===== src/hdl/pct_pkg.sv =====
// package for the pulse period capture timer: register map, fields, encodings, state record
package pct_pkg;

	// bus widths
	localparam int ADDR_W = 18;
	typedef logic [ADDR_W-1:0] pct_addr_t;
	typedef logic [31:0] pct_data_t;
	typedef logic [3:0] pct_strb_t;
	typedef logic [1:0] pct_resp_t;

	// register indices as printed; the byte address is four times the index
	localparam logic [15:0] IDX_MODE = 16'hff80;
	localparam logic [15:0] IDX_CTRL = 16'hff81;
	localparam logic [15:0] IDX_IEN = 16'hff82;
	localparam logic [15:0] IDX_STATUS = 16'hff83;
	localparam logic [15:0] IDX_IOC = 16'hff84;
	localparam logic [15:0] IDX_COUNT = 16'hff86;
	localparam logic [15:0] IDX_GRA = 16'hff88;
	localparam pct_addr_t ADDR_MODE = {IDX_MODE, 2'b00};
	localparam pct_addr_t ADDR_CTRL = {IDX_CTRL, 2'b00};
	localparam pct_addr_t ADDR_IEN = {IDX_IEN, 2'b00};
	localparam pct_addr_t ADDR_STATUS = {IDX_STATUS, 2'b00};
	localparam pct_addr_t ADDR_IOC = {IDX_IOC, 2'b00};
	localparam pct_addr_t ADDR_COUNT = {IDX_COUNT, 2'b00};
	localparam pct_addr_t ADDR_GRA = {IDX_GRA, 2'b00};

	// field positions
	localparam int MODE_RUN_BIT = 7;
	localparam int CTRL_CKS_HI = 6;
	localparam int CTRL_CKS_LO = 4;
	localparam int IEN_OVF_BIT = 7;
	localparam int IEN_CAP_BIT = 0;
	localparam int ST_OVF_BIT = 7;
	localparam int ST_CAP_BIT = 0;
	localparam int IOC_FUNC_BIT = 2;
	localparam int IOC_EDGE_HI = 1;
	localparam int IOC_EDGE_LO = 0;

	// clock select codes; any code with the top bit set picks the external clock pin
	localparam logic [2:0] CKS_DIV1 = 3'h0;
	localparam logic [2:0] CKS_DIV2 = 3'h1;
	localparam logic [2:0] CKS_DIV4 = 3'h2;
	localparam logic [2:0] CKS_DIV8 = 3'h3;
	localparam logic [2:0] PRESC_ALL = 3'h7;
	localparam logic [2:0] PRESC_ONE = 3'h1;
	localparam logic [2:0] PRESC_THREE = 3'h3;

	// capture edge codes
	localparam logic [1:0] EDGE_RISE = 2'h0;
	localparam logic [1:0] EDGE_FALL = 2'h1;

	// counter limits and reset values
	localparam logic [15:0] COUNT_MAX = 16'hffff;
	localparam logic [15:0] COUNT_ONE = 16'h0001;
	localparam logic [7:0] RST_REG8 = 8'h00;
	localparam logic [15:0] RST_REG16 = 16'h0000;

	// bus responses
	localparam pct_resp_t RESP_OKAY = 2'h0;
	localparam pct_resp_t RESP_SLVERR = 2'h2;

	// the whole software-visible state travels together
	typedef struct packed {
		logic [7:0] mode;
		logic [7:0] ctrl;
		logic [7:0] ien;
		logic [7:0] status;
		logic [7:0] ioc;
		logic [15:0] count;
		logic [15:0] capture_compare_a;
	} pct_regs_t;

	localparam pct_regs_t REGS_RST = '{RST_REG8, RST_REG8, RST_REG8, RST_REG8, RST_REG8,
		RST_REG16, RST_REG16};

endpackage


===== src/hdl/pct_timer.sv =====
// pulse period capture timer with an axi4-lite register slave
//
// Contract
// - 16-bit up-counter steps by one per tick of the selected count clock.
// - count clock comes from the internal clock or the external clock pin.
// - run bit 7 of timer_mode halts counting at 0, counts at 1.
// - clock select bits 6..4 of timer_control; code 011 is internal clock over eight.
// - wrap from ffff to 0000 sets overflow flag, status bit 7.
// - channel function bit 2 picks compare at 0, capture at 1.
// - edge field 00 rising, 01 falling, 1x either edge of the capture pin.
// - capture copies the counter into capture_compare_a and sets status bit 0.
// - overflow enable bit 7 passes the overflow flag to the interrupt.
// - capture enable bit 0 passes the capture flag to the interrupt.
// - counter and capture register are 16 bits, readable and writable.
//
// Our own choice: the AXI4-Lite slave port.
`timescale 1ns/10ps
module pct_timer (
	// clock and reset
	input wire logic aclk,
	input wire logic aresetn,
	// axi4-lite write address and data
	input wire pct_pkg::pct_addr_t awaddr,
	input wire logic [2:0] awprot,
	input wire logic awvalid,
	output logic awready,
	input wire pct_pkg::pct_data_t wdata,
	input wire pct_pkg::pct_strb_t wstrb,
	input wire logic wvalid,
	output logic wready,
	// axi4-lite write response
	output pct_pkg::pct_resp_t bresp,
	output logic bvalid,
	input wire logic bready,
	// axi4-lite read
	input wire pct_pkg::pct_addr_t araddr,
	input wire logic [2:0] arprot,
	input wire logic arvalid,
	output logic arready,
	output pct_pkg::pct_data_t rdata,
	output pct_pkg::pct_resp_t rresp,
	output logic rvalid,
	input wire logic rready,
	// pins
	input wire logic capture_input_pin,
	input wire logic count_clock_pin,
	// interrupt
	output logic irq
);
	import pct_pkg::*;

	// register state
	pct_regs_t regs_r, regs_nxt;
	logic irq_r, irq_nxt;
	logic [2:0] presc_r, presc_nxt;
	logic [2:0] cap_sync_r, cap_sync_nxt;
	logic [2:0] ext_sync_r, ext_sync_nxt;

	// bus state
	logic aw_held_r, aw_held_nxt;
	pct_addr_t aw_addr_r, aw_addr_nxt;
	logic w_held_r, w_held_nxt;
	pct_data_t w_data_r, w_data_nxt;
	pct_strb_t w_strb_r, w_strb_nxt;
	logic bvalid_r, bvalid_nxt;
	pct_resp_t bresp_r, bresp_nxt;
	logic arready_r, arready_nxt;
	logic awready_r, awready_nxt;
	logic wready_r, wready_nxt;
	logic rvalid_r, rvalid_nxt;
	pct_data_t rdata_r, rdata_nxt;
	pct_resp_t rresp_r, rresp_nxt;

	// decoded helpers
	logic [2:0] cks;
	logic [2:0] presc_mask;
	logic tick, run;
	logic pin_rise, pin_fall;
	logic cap_evt, cmp_evt, ovf_evt;
	logic do_write, do_read, wr_hit, rd_hit;
	logic [31:0] rd_value;
	logic wr_count, wr_gra;

	// byte-lane merge for the low two lanes
	function automatic logic [15:0] merge16(input logic [15:0] old, input pct_data_t d,
		input pct_strb_t s);
		logic [15:0] v;
		v = old;
		if (s[0]) begin
			v[7:0] = d[7:0];
		end
		if (s[1]) begin
			v[15:8] = d[15:8];
		end
		return v;
	endfunction

	// count clock selection: prescaler mask per code, or external pin edge
	always_comb begin
		cks = regs_r.ctrl[CTRL_CKS_HI:CTRL_CKS_LO];
		unique case (cks)
			CKS_DIV1: presc_mask = 3'h0;
			CKS_DIV2: presc_mask = PRESC_ONE;
			CKS_DIV4: presc_mask = PRESC_THREE;
			default: presc_mask = PRESC_ALL;
		endcase
		if (cks[2]) begin
			tick = ext_sync_r[1] & ~ext_sync_r[2];
		end else begin
			tick = (presc_r & presc_mask) == presc_mask;
		end
		run = regs_r.mode[MODE_RUN_BIT];
	end

	// capture pin edges, looked at only after the second sync stage
	always_comb begin
		pin_rise = cap_sync_r[1] & ~cap_sync_r[2];
		pin_fall = ~cap_sync_r[1] & cap_sync_r[2];
		cap_evt = 1'b0;
		if (regs_r.ioc[IOC_FUNC_BIT]) begin
			if (regs_r.ioc[IOC_EDGE_HI]) begin
				cap_evt = pin_rise | pin_fall;
			end else if (regs_r.ioc[IOC_EDGE_HI:IOC_EDGE_LO] == EDGE_FALL) begin
				cap_evt = pin_fall;
			end else begin
				cap_evt = pin_rise;
			end
		end
		cmp_evt = ~regs_r.ioc[IOC_FUNC_BIT] & run & tick & (regs_r.count == regs_r.capture_compare_a);
		ovf_evt = run & tick & (regs_r.count == COUNT_MAX);
	end

	// bus decode
	always_comb begin
		do_write = aw_held_r & w_held_r & ~bvalid_r;
		do_read = arvalid & arready_r;
		wr_hit = 1'b1;
		unique case (aw_addr_r)
			ADDR_MODE, ADDR_CTRL, ADDR_IEN, ADDR_STATUS, ADDR_IOC, ADDR_COUNT, ADDR_GRA: begin
				wr_hit = 1'b1;
			end
			default: wr_hit = 1'b0;
		endcase
		rd_hit = 1'b1;
		rd_value = 32'h0000_0000;
		unique case (araddr)
			ADDR_MODE: rd_value = {24'h00_0000, regs_r.mode};
			ADDR_CTRL: rd_value = {24'h00_0000, regs_r.ctrl};
			ADDR_IEN: rd_value = {24'h00_0000, regs_r.ien};
			ADDR_STATUS: rd_value = {24'h00_0000, regs_r.status};
			ADDR_IOC: rd_value = {24'h00_0000, regs_r.ioc};
			ADDR_COUNT: rd_value = {16'h0000, regs_r.count};
			ADDR_GRA: rd_value = {16'h0000, regs_r.capture_compare_a};
			default: rd_hit = 1'b0;
		endcase
		wr_count = do_write & (aw_addr_r == ADDR_COUNT);
		wr_gra = do_write & (aw_addr_r == ADDR_GRA);
	end

	// next state of the timer registers
	always_comb begin
		logic [7:0] st_set;
		logic [7:0] st_clr;
		st_set = 8'h00;
		st_clr = 8'h00;
		regs_nxt = regs_r;
		presc_nxt = presc_r + PRESC_ONE;
		cap_sync_nxt = {cap_sync_r[1:0], capture_input_pin};
		ext_sync_nxt = {ext_sync_r[1:0], count_clock_pin};
		// counter advance, a software write takes precedence
		if (run & tick) begin
			regs_nxt.count = regs_r.count + COUNT_ONE;
		end
		if (wr_count) begin
			regs_nxt.count = merge16(regs_r.count, w_data_r, w_strb_r);
		end
		// capture copies the live count; a write in the same cycle loses
		if (wr_gra) begin
			regs_nxt.capture_compare_a = merge16(regs_r.capture_compare_a, w_data_r, w_strb_r);
		end
		if (cap_evt) begin
			regs_nxt.capture_compare_a = regs_r.count;
		end
		// plain control registers
		if (do_write & w_strb_r[0]) begin
			if (aw_addr_r == ADDR_MODE) begin
				regs_nxt.mode = w_data_r[7:0];
			end
			if (aw_addr_r == ADDR_CTRL) begin
				regs_nxt.ctrl = w_data_r[7:0];
			end
			if (aw_addr_r == ADDR_IEN) begin
				regs_nxt.ien = w_data_r[7:0];
			end
			if (aw_addr_r == ADDR_IOC) begin
				regs_nxt.ioc = w_data_r[7:0];
			end
		end
		// sticky flags: read of status clears, a new event in that cycle wins
		st_set[ST_OVF_BIT] = ovf_evt;
		st_set[ST_CAP_BIT] = cap_evt | cmp_evt;
		if (do_read & (araddr == ADDR_STATUS)) begin
			st_clr = regs_r.status;
		end
		regs_nxt.status = (regs_r.status & ~st_clr) | st_set;
		// interrupt level from flags gated by enables
		irq_nxt = (regs_nxt.status[ST_OVF_BIT] & regs_nxt.ien[IEN_OVF_BIT])
			| (regs_nxt.status[ST_CAP_BIT] & regs_nxt.ien[IEN_CAP_BIT]);
	end

	// timer registers
	always_ff @(posedge aclk) begin
		if (!aresetn) begin
			regs_r <= REGS_RST;
			irq_r <= 1'b0;
			presc_r <= 3'h0;
			cap_sync_r <= 3'h0;
			ext_sync_r <= 3'h0;
		end else begin
			regs_r <= regs_nxt;
			irq_r <= irq_nxt;
			presc_r <= presc_nxt;
			cap_sync_r <= cap_sync_nxt;
			ext_sync_r <= ext_sync_nxt;
		end
	end

	// next state of the bus slave
	always_comb begin
		aw_held_nxt = aw_held_r;
		aw_addr_nxt = aw_addr_r;
		w_held_nxt = w_held_r;
		w_data_nxt = w_data_r;
		w_strb_nxt = w_strb_r;
		bvalid_nxt = bvalid_r;
		bresp_nxt = bresp_r;
		rvalid_nxt = rvalid_r;
		rdata_nxt = rdata_r;
		rresp_nxt = rresp_r;
		// address and data are taken independently, in either order
		if (awvalid & awready_r) begin
			aw_held_nxt = 1'b1;
			aw_addr_nxt = awaddr;
		end
		if (wvalid & wready_r) begin
			w_held_nxt = 1'b1;
			w_data_nxt = wdata;
			w_strb_nxt = wstrb;
		end
		if (bvalid_r & bready) begin
			bvalid_nxt = 1'b0;
		end
		if (do_write) begin
			aw_held_nxt = 1'b0;
			w_held_nxt = 1'b0;
			bvalid_nxt = 1'b1;
			bresp_nxt = wr_hit ? RESP_OKAY : RESP_SLVERR;
		end
		if (rvalid_r & rready) begin
			rvalid_nxt = 1'b0;
		end
		if (do_read) begin
			rvalid_nxt = 1'b1;
			rdata_nxt = rd_value;
			rresp_nxt = rd_hit ? RESP_OKAY : RESP_SLVERR;
		end
		awready_nxt = ~aw_held_nxt;
		wready_nxt = ~w_held_nxt;
		arready_nxt = ~rvalid_nxt;
	end

	// bus registers
	always_ff @(posedge aclk) begin
		if (!aresetn) begin
			aw_held_r <= 1'b0;
			aw_addr_r <= '0;
			w_held_r <= 1'b0;
			w_data_r <= 32'h0000_0000;
			w_strb_r <= 4'h0;
			bvalid_r <= 1'b0;
			bresp_r <= RESP_OKAY;
			rvalid_r <= 1'b0;
			rdata_r <= 32'h0000_0000;
			rresp_r <= RESP_OKAY;
			awready_r <= 1'b0;
			wready_r <= 1'b0;
			arready_r <= 1'b0;
		end else begin
			aw_held_r <= aw_held_nxt;
			aw_addr_r <= aw_addr_nxt;
			w_held_r <= w_held_nxt;
			w_data_r <= w_data_nxt;
			w_strb_r <= w_strb_nxt;
			bvalid_r <= bvalid_nxt;
			bresp_r <= bresp_nxt;
			rvalid_r <= rvalid_nxt;
			rdata_r <= rdata_nxt;
			rresp_r <= rresp_nxt;
			awready_r <= awready_nxt;
			wready_r <= wready_nxt;
			arready_r <= arready_nxt;
		end
	end

	// outputs straight from flip-flops
	assign awready = awready_r;
	assign wready = wready_r;
	assign bvalid = bvalid_r;
	assign bresp = bresp_r;
	assign arready = arready_r;
	assign rvalid = rvalid_r;
	assign rdata = rdata_r;
	assign rresp = rresp_r;
	assign irq = irq_r;
endmodule


===== config.mk =====
export PLATFORM = sky130hd
export DESIGN_NAME = pct_timer
export DESIGN_NICKNAME = d
export VERILOG_FILES = /design/src/hdl/pct_pkg.sv /design/src/hdl/pct_timer.sv
export SDC_FILE = /design/constraint.sdc
export NUM_CORES = 1
export LEC_CHECK = 0
export ABC_AREA = 1
export BUFFER_PORTS_ARGS = -buffer_cell sky130_fd_sc_hd__buf_2
export CORE_AREA = 2 2 115 117
export CTS_BUF_LIST = sky130_fd_sc_hd__clkbuf_4
export DETAILED_ROUTE_END_ITERATION = 7
export DIE_AREA = 0 0 117 119
export PLACE_DENSITY = 0.83
export SLEW_MARGIN = 30
export SYNTH_ARGS = -nofsm -noshare
export SYNTH_HDL_FRONTEND = slang
export SYNTH_SLANG_ARGS = --single-unit

===== constraint.sdc =====
create_clock -name aclk -period 4.6 [get_ports aclk]
set_input_delay 0.23 -clock aclk [delete_from_list [all_inputs] [get_ports aclk]]
set_output_delay 0.23 -clock aclk [all_outputs]
set_load 0.05 [all_outputs]

* Word level (Yosys, flattened, before mapping)
Cells that the tools add are included.
** Storage, ports and cells
- Bits in registers :: 161
** Operators by class
- Bitwise operators :: 36
- Add/subtract/negate cells :: 2
- Equality and inequality tests :: 22
- Multiplexer cells :: 27
- Reduce and logical (&&, ||, !) cells :: 16
** Operators with widths (number)
- == test 18 bit (second input constant) :: 14
- one-hot mux 16 bit (7 select lines) :: 1
- 2-to-1 mux 16 bit :: 4
- 2-to-1 mux 8 bit :: 5
- bitwise AND 1 bit :: 21
- adder 16 x 1 -> 16 bit (second input constant) :: 1
- == test 16 bit :: 1
- == test 16 bit (second input constant) :: 1
- AND reduction 2 bit :: 8
- 2-to-1 mux 1 bit :: 14
- OR reduction 7 bit :: 2
- nonzero test 2 bit :: 5
- one-hot mux 3 bit (3 select lines) :: 1
- bitwise AND 8 bit :: 1
- inverter 1 bit :: 8
- inverter 8 bit :: 1
- bitwise OR 8 bit :: 1
- 2-to-1 mux 2 bit :: 2
- != test 2 bit (second input constant) :: 2
- adder 3 x 1 -> 3 bit (second input constant) :: 1
- bitwise AND 3 bit :: 1
- == test 3 x 1 -> 1 bit (second input constant) :: 1
- == test 3 x 2 -> 1 bit (second input constant) :: 1
- == test 3 bit :: 1
- 3 further kinds :: 5

* Longest topological paths before layout
- Word-level depth :: 11
- Depth in mapped cells :: 13
- Gate-level depth less buffers :: 12

* Least setup slack after synthesis
Ideal clock, no wire load.
- Path kind :: reg2reg
- From :: register arready_r, in the netlist arready
- To :: register rdata_r[14], in the netlist rdata[14]
- Stages on the path, launching flop included :: 7
- Period minus slack after synthesis :: 1.771 ns
- Setup time :: 0.071 ns
- Setup slack :: 2.829 ns
- Arrival :: 1.700 ns
- Required time :: 4.529 ns
- Cell sequence :: dfxtp_1 -> nand2_1 -> inv_1 -> clkbuf_1 -> buf_1 -> nand2_1 -> a21oi_1
** Between the ends
- Word-level cells in the longest chain between the ends :: 1
** RTL lines
- from (decl) :: RTL line pct_timer.sv:67 : logic arready_r, arready_nxt;
- from (signal assigned) :: RTL line pct_timer.sv:301 : arready_r <= arready_nxt;
- bitwise AND 1 bit :: RTL line pct_timer.sv:136 : do_read = arvalid & arready_r;
- to (signal assigned) :: RTL line pct_timer.sv:297 : rdata_r <= rdata_nxt;
- to (decl) :: RTL line pct_timer.sv:71 : pct_data_t rdata_r, rdata_nxt;
Every way passes these cells.
A chain may end at the register's enable or synchronous reset.

* Worst setup path after layout
- From :: register cap_sync_r[1]
- To :: register regs_r[8] (netlist name)
** Between the ends
- Word-level cells in the longest chain between the ends :: 7
- Elaborated cells between the ends (all ways) :: 11
- Those cells by class :: 4 x mux; 4 x bitwise; 3 x reduce/logical
** RTL lines
- from (decl) :: RTL line pct_timer.sv:56 : logic [2:0] cap_sync_r, cap_sync_nxt;
- from (signal assigned) :: RTL line pct_timer.sv:223 : cap_sync_r <= cap_sync_nxt;
- inverter 1 bit :: RTL line pct_timer.sv:118 : pin_fall = ~cap_sync_r[1] & cap_sync_r[2];
- bitwise AND 1 bit :: RTL line pct_timer.sv:118
- 2-to-1 mux 1 bit / bitwise OR 1 bit (equally long branches) :: RTL line pct_timer.sv:123, pct_timer.sv:122
- 2-to-1 mux 1 bit * :: RTL line pct_timer.sv:121 : if (regs_r.ioc[IOC_EDGE_HI]) begin
- 2-to-1 mux 1 bit * :: RTL line pct_timer.sv:120 : if (regs_r.ioc[IOC_FUNC_BIT]) begin
- nonzero test 2 bit (no line)
- AND reduction 2 bit (no line)
- to (signal assigned) :: RTL line pct_timer.sv:220 : regs_r <= regs_nxt;
- to (decl) :: RTL line pct_timer.sv:53 : pct_regs_t regs_r, regs_nxt;
Every way passes the cells marked *; elsewhere a longest branch is shown, timed or not.

==> impl_metrics.json <==
{
  "syn_to_final_growth_pct": 14.56,
  "grt_use_total_pct": 28.28,
  "grt_pass1_wl_mm": 31.60,
  "synth-simple-area-share_pct": 33.42,
  "slew_violations": 0,
  "grt.overflow.total": 0,
  "dieWidth_microns": 117,
  "finClkSkew_ns": 0.01423,
  "synth_mux_area_share_pct": 0,
  "core_sq_um": 12870,
  "detail-route-antenna-nets": 0,
  "fin_crit_sh_pct": 51.33,
  "grt_max_degree": 70,
  "syn_area_per_cell_sq_um": 6.625,
  "finalSetupTns_ns": 0,
  "maxSlewHeadroom_pct": 42.59,
  "rsz0062_at_grt": "false",
  "wl_per_cell_microns": 13.50,
  "drtPass1Iterations": 5,
  "path_class": "register to register",
  "ys_types": 34,
  "worstMarginPinSlew_ns": 0.8599,
  "drc_errors": 0,
  "die-area_sq_um": 13920,
  "cts.repair.resized": 0,
  "drive_above_1_share_pct": 13.63,
  "via_per_inst": 5.356,
  "antenna_found_initial": 0,
  "r2r_start": "cap_sync_r[1]",
  "die_h_microns": 119,
  "post_cts_buffers": 0,
  "num_vias": 7546,
  "drt-initial-drc-count": 662,
  "ys_ff_latch": 143,
  "cts_root_buffer": "clkbuf_4",
  "critPathLaunch": "cap_sync_r[1]",
  "gp_congestion": 0.9097,
  "htree_levels": 4,
  "io_pins": 129,
  "timing.final.ws_setup_ns": 2.239,
  "synthCells": 1123,
  "cts.path.max_buffers": 2,
  "row_count": 42,
  "fmax_mhz": 423.5,
  "synth_xor_area_share_pct": 1.295,
  "ys.flop_type": "dfxtp_1",
  "async_reset_ff_share_pct": 0,
  "critPathLaunchType": "register",
  "hold_violations": 0,
  "grt_pass1_vias": 6928,
  "io_buffers": 86,
  "setup-violations-final": 0,
  "finalNetCount": 1312,
  "peakVddDrop_v": 0.0002289,
  "synth_fa_ha_area_share_pct": 0.6727,
  "min_from": "aresetn",
  "status": "complete, no violations",
  "drt-total-wl_mm": 19.02,
  "cts.sinks": 143,
  "synth_compound_area_share_pct": 14.80,
  "start_util_pct": 57.78,
  "cts_tree": "done",
  "synth_area_sq_um": 7440,
  "cp.arrival_ns": 2.83,
  "crit_fanout": 31,
  "synth-edff-count": 0,
  "diodes": 0,
  "cts_buffers": 17,
  "maxCapViolCount": 0,
  "cp.required_ns": 5.07,
  "yosysSeqAreaShare_pct": 38.48,
  "insertion_delay_ns": 0.57,
  "p_per_area_nw_per_um2": 279.3,
  "dp_hpwl_mm": 12.68,
  "min_period_ns": 2.361,
  "cp-end-kind": "register",
  "p_leak_nw": 3.690,
  "synth_top_family_by_area": "simple AND/OR/NAND/NOR gates",
  "preCtsSetupSlack_ns": 2.283,
  "clk_pin_slew_worst_paths_ns": 0.12,
  "yosysWarnings": 0,
  "hold_class": "primary input to register"
}
layout by cell type (no fill, tap or decap), types with 2 or more instances in the layout:
cell	instances
nand2_1	233
dfxtp_1	143
nor2_1	137
inv_1	119
a21oi_1	97
o21ai_0	88
buf_2	86
nand3_1	79
nand4_1	53
dlygate4sd3_1	40
clkbuf_4	19
conb_1	18
o21ai_1	17
nor2_2	12
o22ai_1	12
nand2_2	11
inv_2	10
nor3_1	7
xnor2_1	6
clkinv_2	5
xor2_1	5
clkinv_1	5
nor2_4	4
ha_1	4
nand3_2	3
nand2_4	3
bufinv_16	3
nand3_4	2
nor3_2	2
clkinvlp_4	2
clkinv_4	2
buf_4	2
cell usage after synthesis (all sizes together), types with 6 or more instances:
library cell / n / share of area [%]
buf: 34 / 2.9
dfxtp: 143 / 38
xnor2: 6 / 0.71
nand2: 247 / 13
o22ai: 12 / 1.0
clkbuf: 32 / 1.6
nand3: 84 / 6.2
inv: 129 / 6.5
nand4: 53 / 4.5
nor3: 9 / 0.74
a21oi: 97 / 6.5
nor2: 153 / 8.5
o21ai: 105 / 7.1
flip-flops by register name (all words and copies together), names as in the netlist, 2 cells and up:
| name | flops |
|---|---|
| aw_addr_r | 18 |
| cks | 3 |
| w_strb_r | 2 |
| ext_sync_r | 3 |
| regs_r | 69 |
| w_data_r | 16 |
| cap_sync_r | 3 |
| presc_r | 3 |
| rdata | 16 |
layer usage:
layer,vias up,share of wire [%],track usage [%]
met4,0,3.1,12.13
met1,3415,43,37.22
met5,-,0,0
li1,3811,-,-
met3,48,7.1,4.936
met2,272,46,45.38
timing repair:
action,in CTS,in global routing
endpoints found under the setup margin,0,0
hold buffers,40,0
endpoints found under the hold margin,41,0
where the power goes:
group | switching (W) | total, W | leakage [nW] | internal, W
Clock | 0.000446 | 0.000826 | 0.153 | 0.000380
Combinational | 0.000170 | 0.000253 | 2.38 | 0.0000832
Sequential | 0.0000305 | 0.00130 | 1.16 | 0.00127
Total | 0.000646 | 0.00238 | 3.69 | 0.00173
through the flow:
step                hold WS (ns)  cell area (sq um)  utilization (%)  power, W  cells
finish                    0.1212               8523            66.20  0.002381   1409
global route              0.1277               8523            66.20  0.002478   1409
CTS                      0.09331               8523            66.20  0.002388   1409
detailed placement        0.3964               7835            60.86  0.001550   1338
global placement          0.3992               7835            60.86  0.001545   1338
floorplan                 0.3276               7503                -  0.001498   1140
critical path, cell delays in order, from the launching register on:
cell	delay, ns
dfxtp_1	0.37
inv_1	0.05
ha_1	0.28
a21oi_1	0.14
nand2_1	0.50
buf_4	0.46
nand2_1	0.13
o21ai_0	0.09
a21oi_1	0.16
nor2_1	0.07
layout make-up:
| cell class | count | area, sq um |
|---|---|---|
| Clock inverter | 12 | 145.1 |
| Multi-Input combinational cell | 797 | 3801 |
| Timing Repair Buffer | 128 | 845.8 |
| Clock buffer | 19 | 142.6 |
| Sequential cell | 143 | 2863 |
| Tap cell | 176 | 220.2 |
| Fill cell | 1167 | 4352 |
| Inverter | 134 | 505.5 |
final timing paths:
check                                     end  slack [ns]  cells past startpoint
worst max register to register      regs_r[8]        2.24                      9
worst max-delay path                regs_r[8]        2.24                      9
worst min register to register  ext_sync_r[1]        0.42                      2
worst min-delay path             aw_addr_r[4]        0.12                      3
logic make-up after synthesis:
kind of cell               count (synthesis)
AOI/OAI and AO/OA                        216
xor gates and xnor gates                  11
adders and majority gates                  4
buffers and inverters                    200
DFF                                      143
other                                      1
and+or+nand+nor                          548
Note: power is estimated with default switching activity, not from simulation.
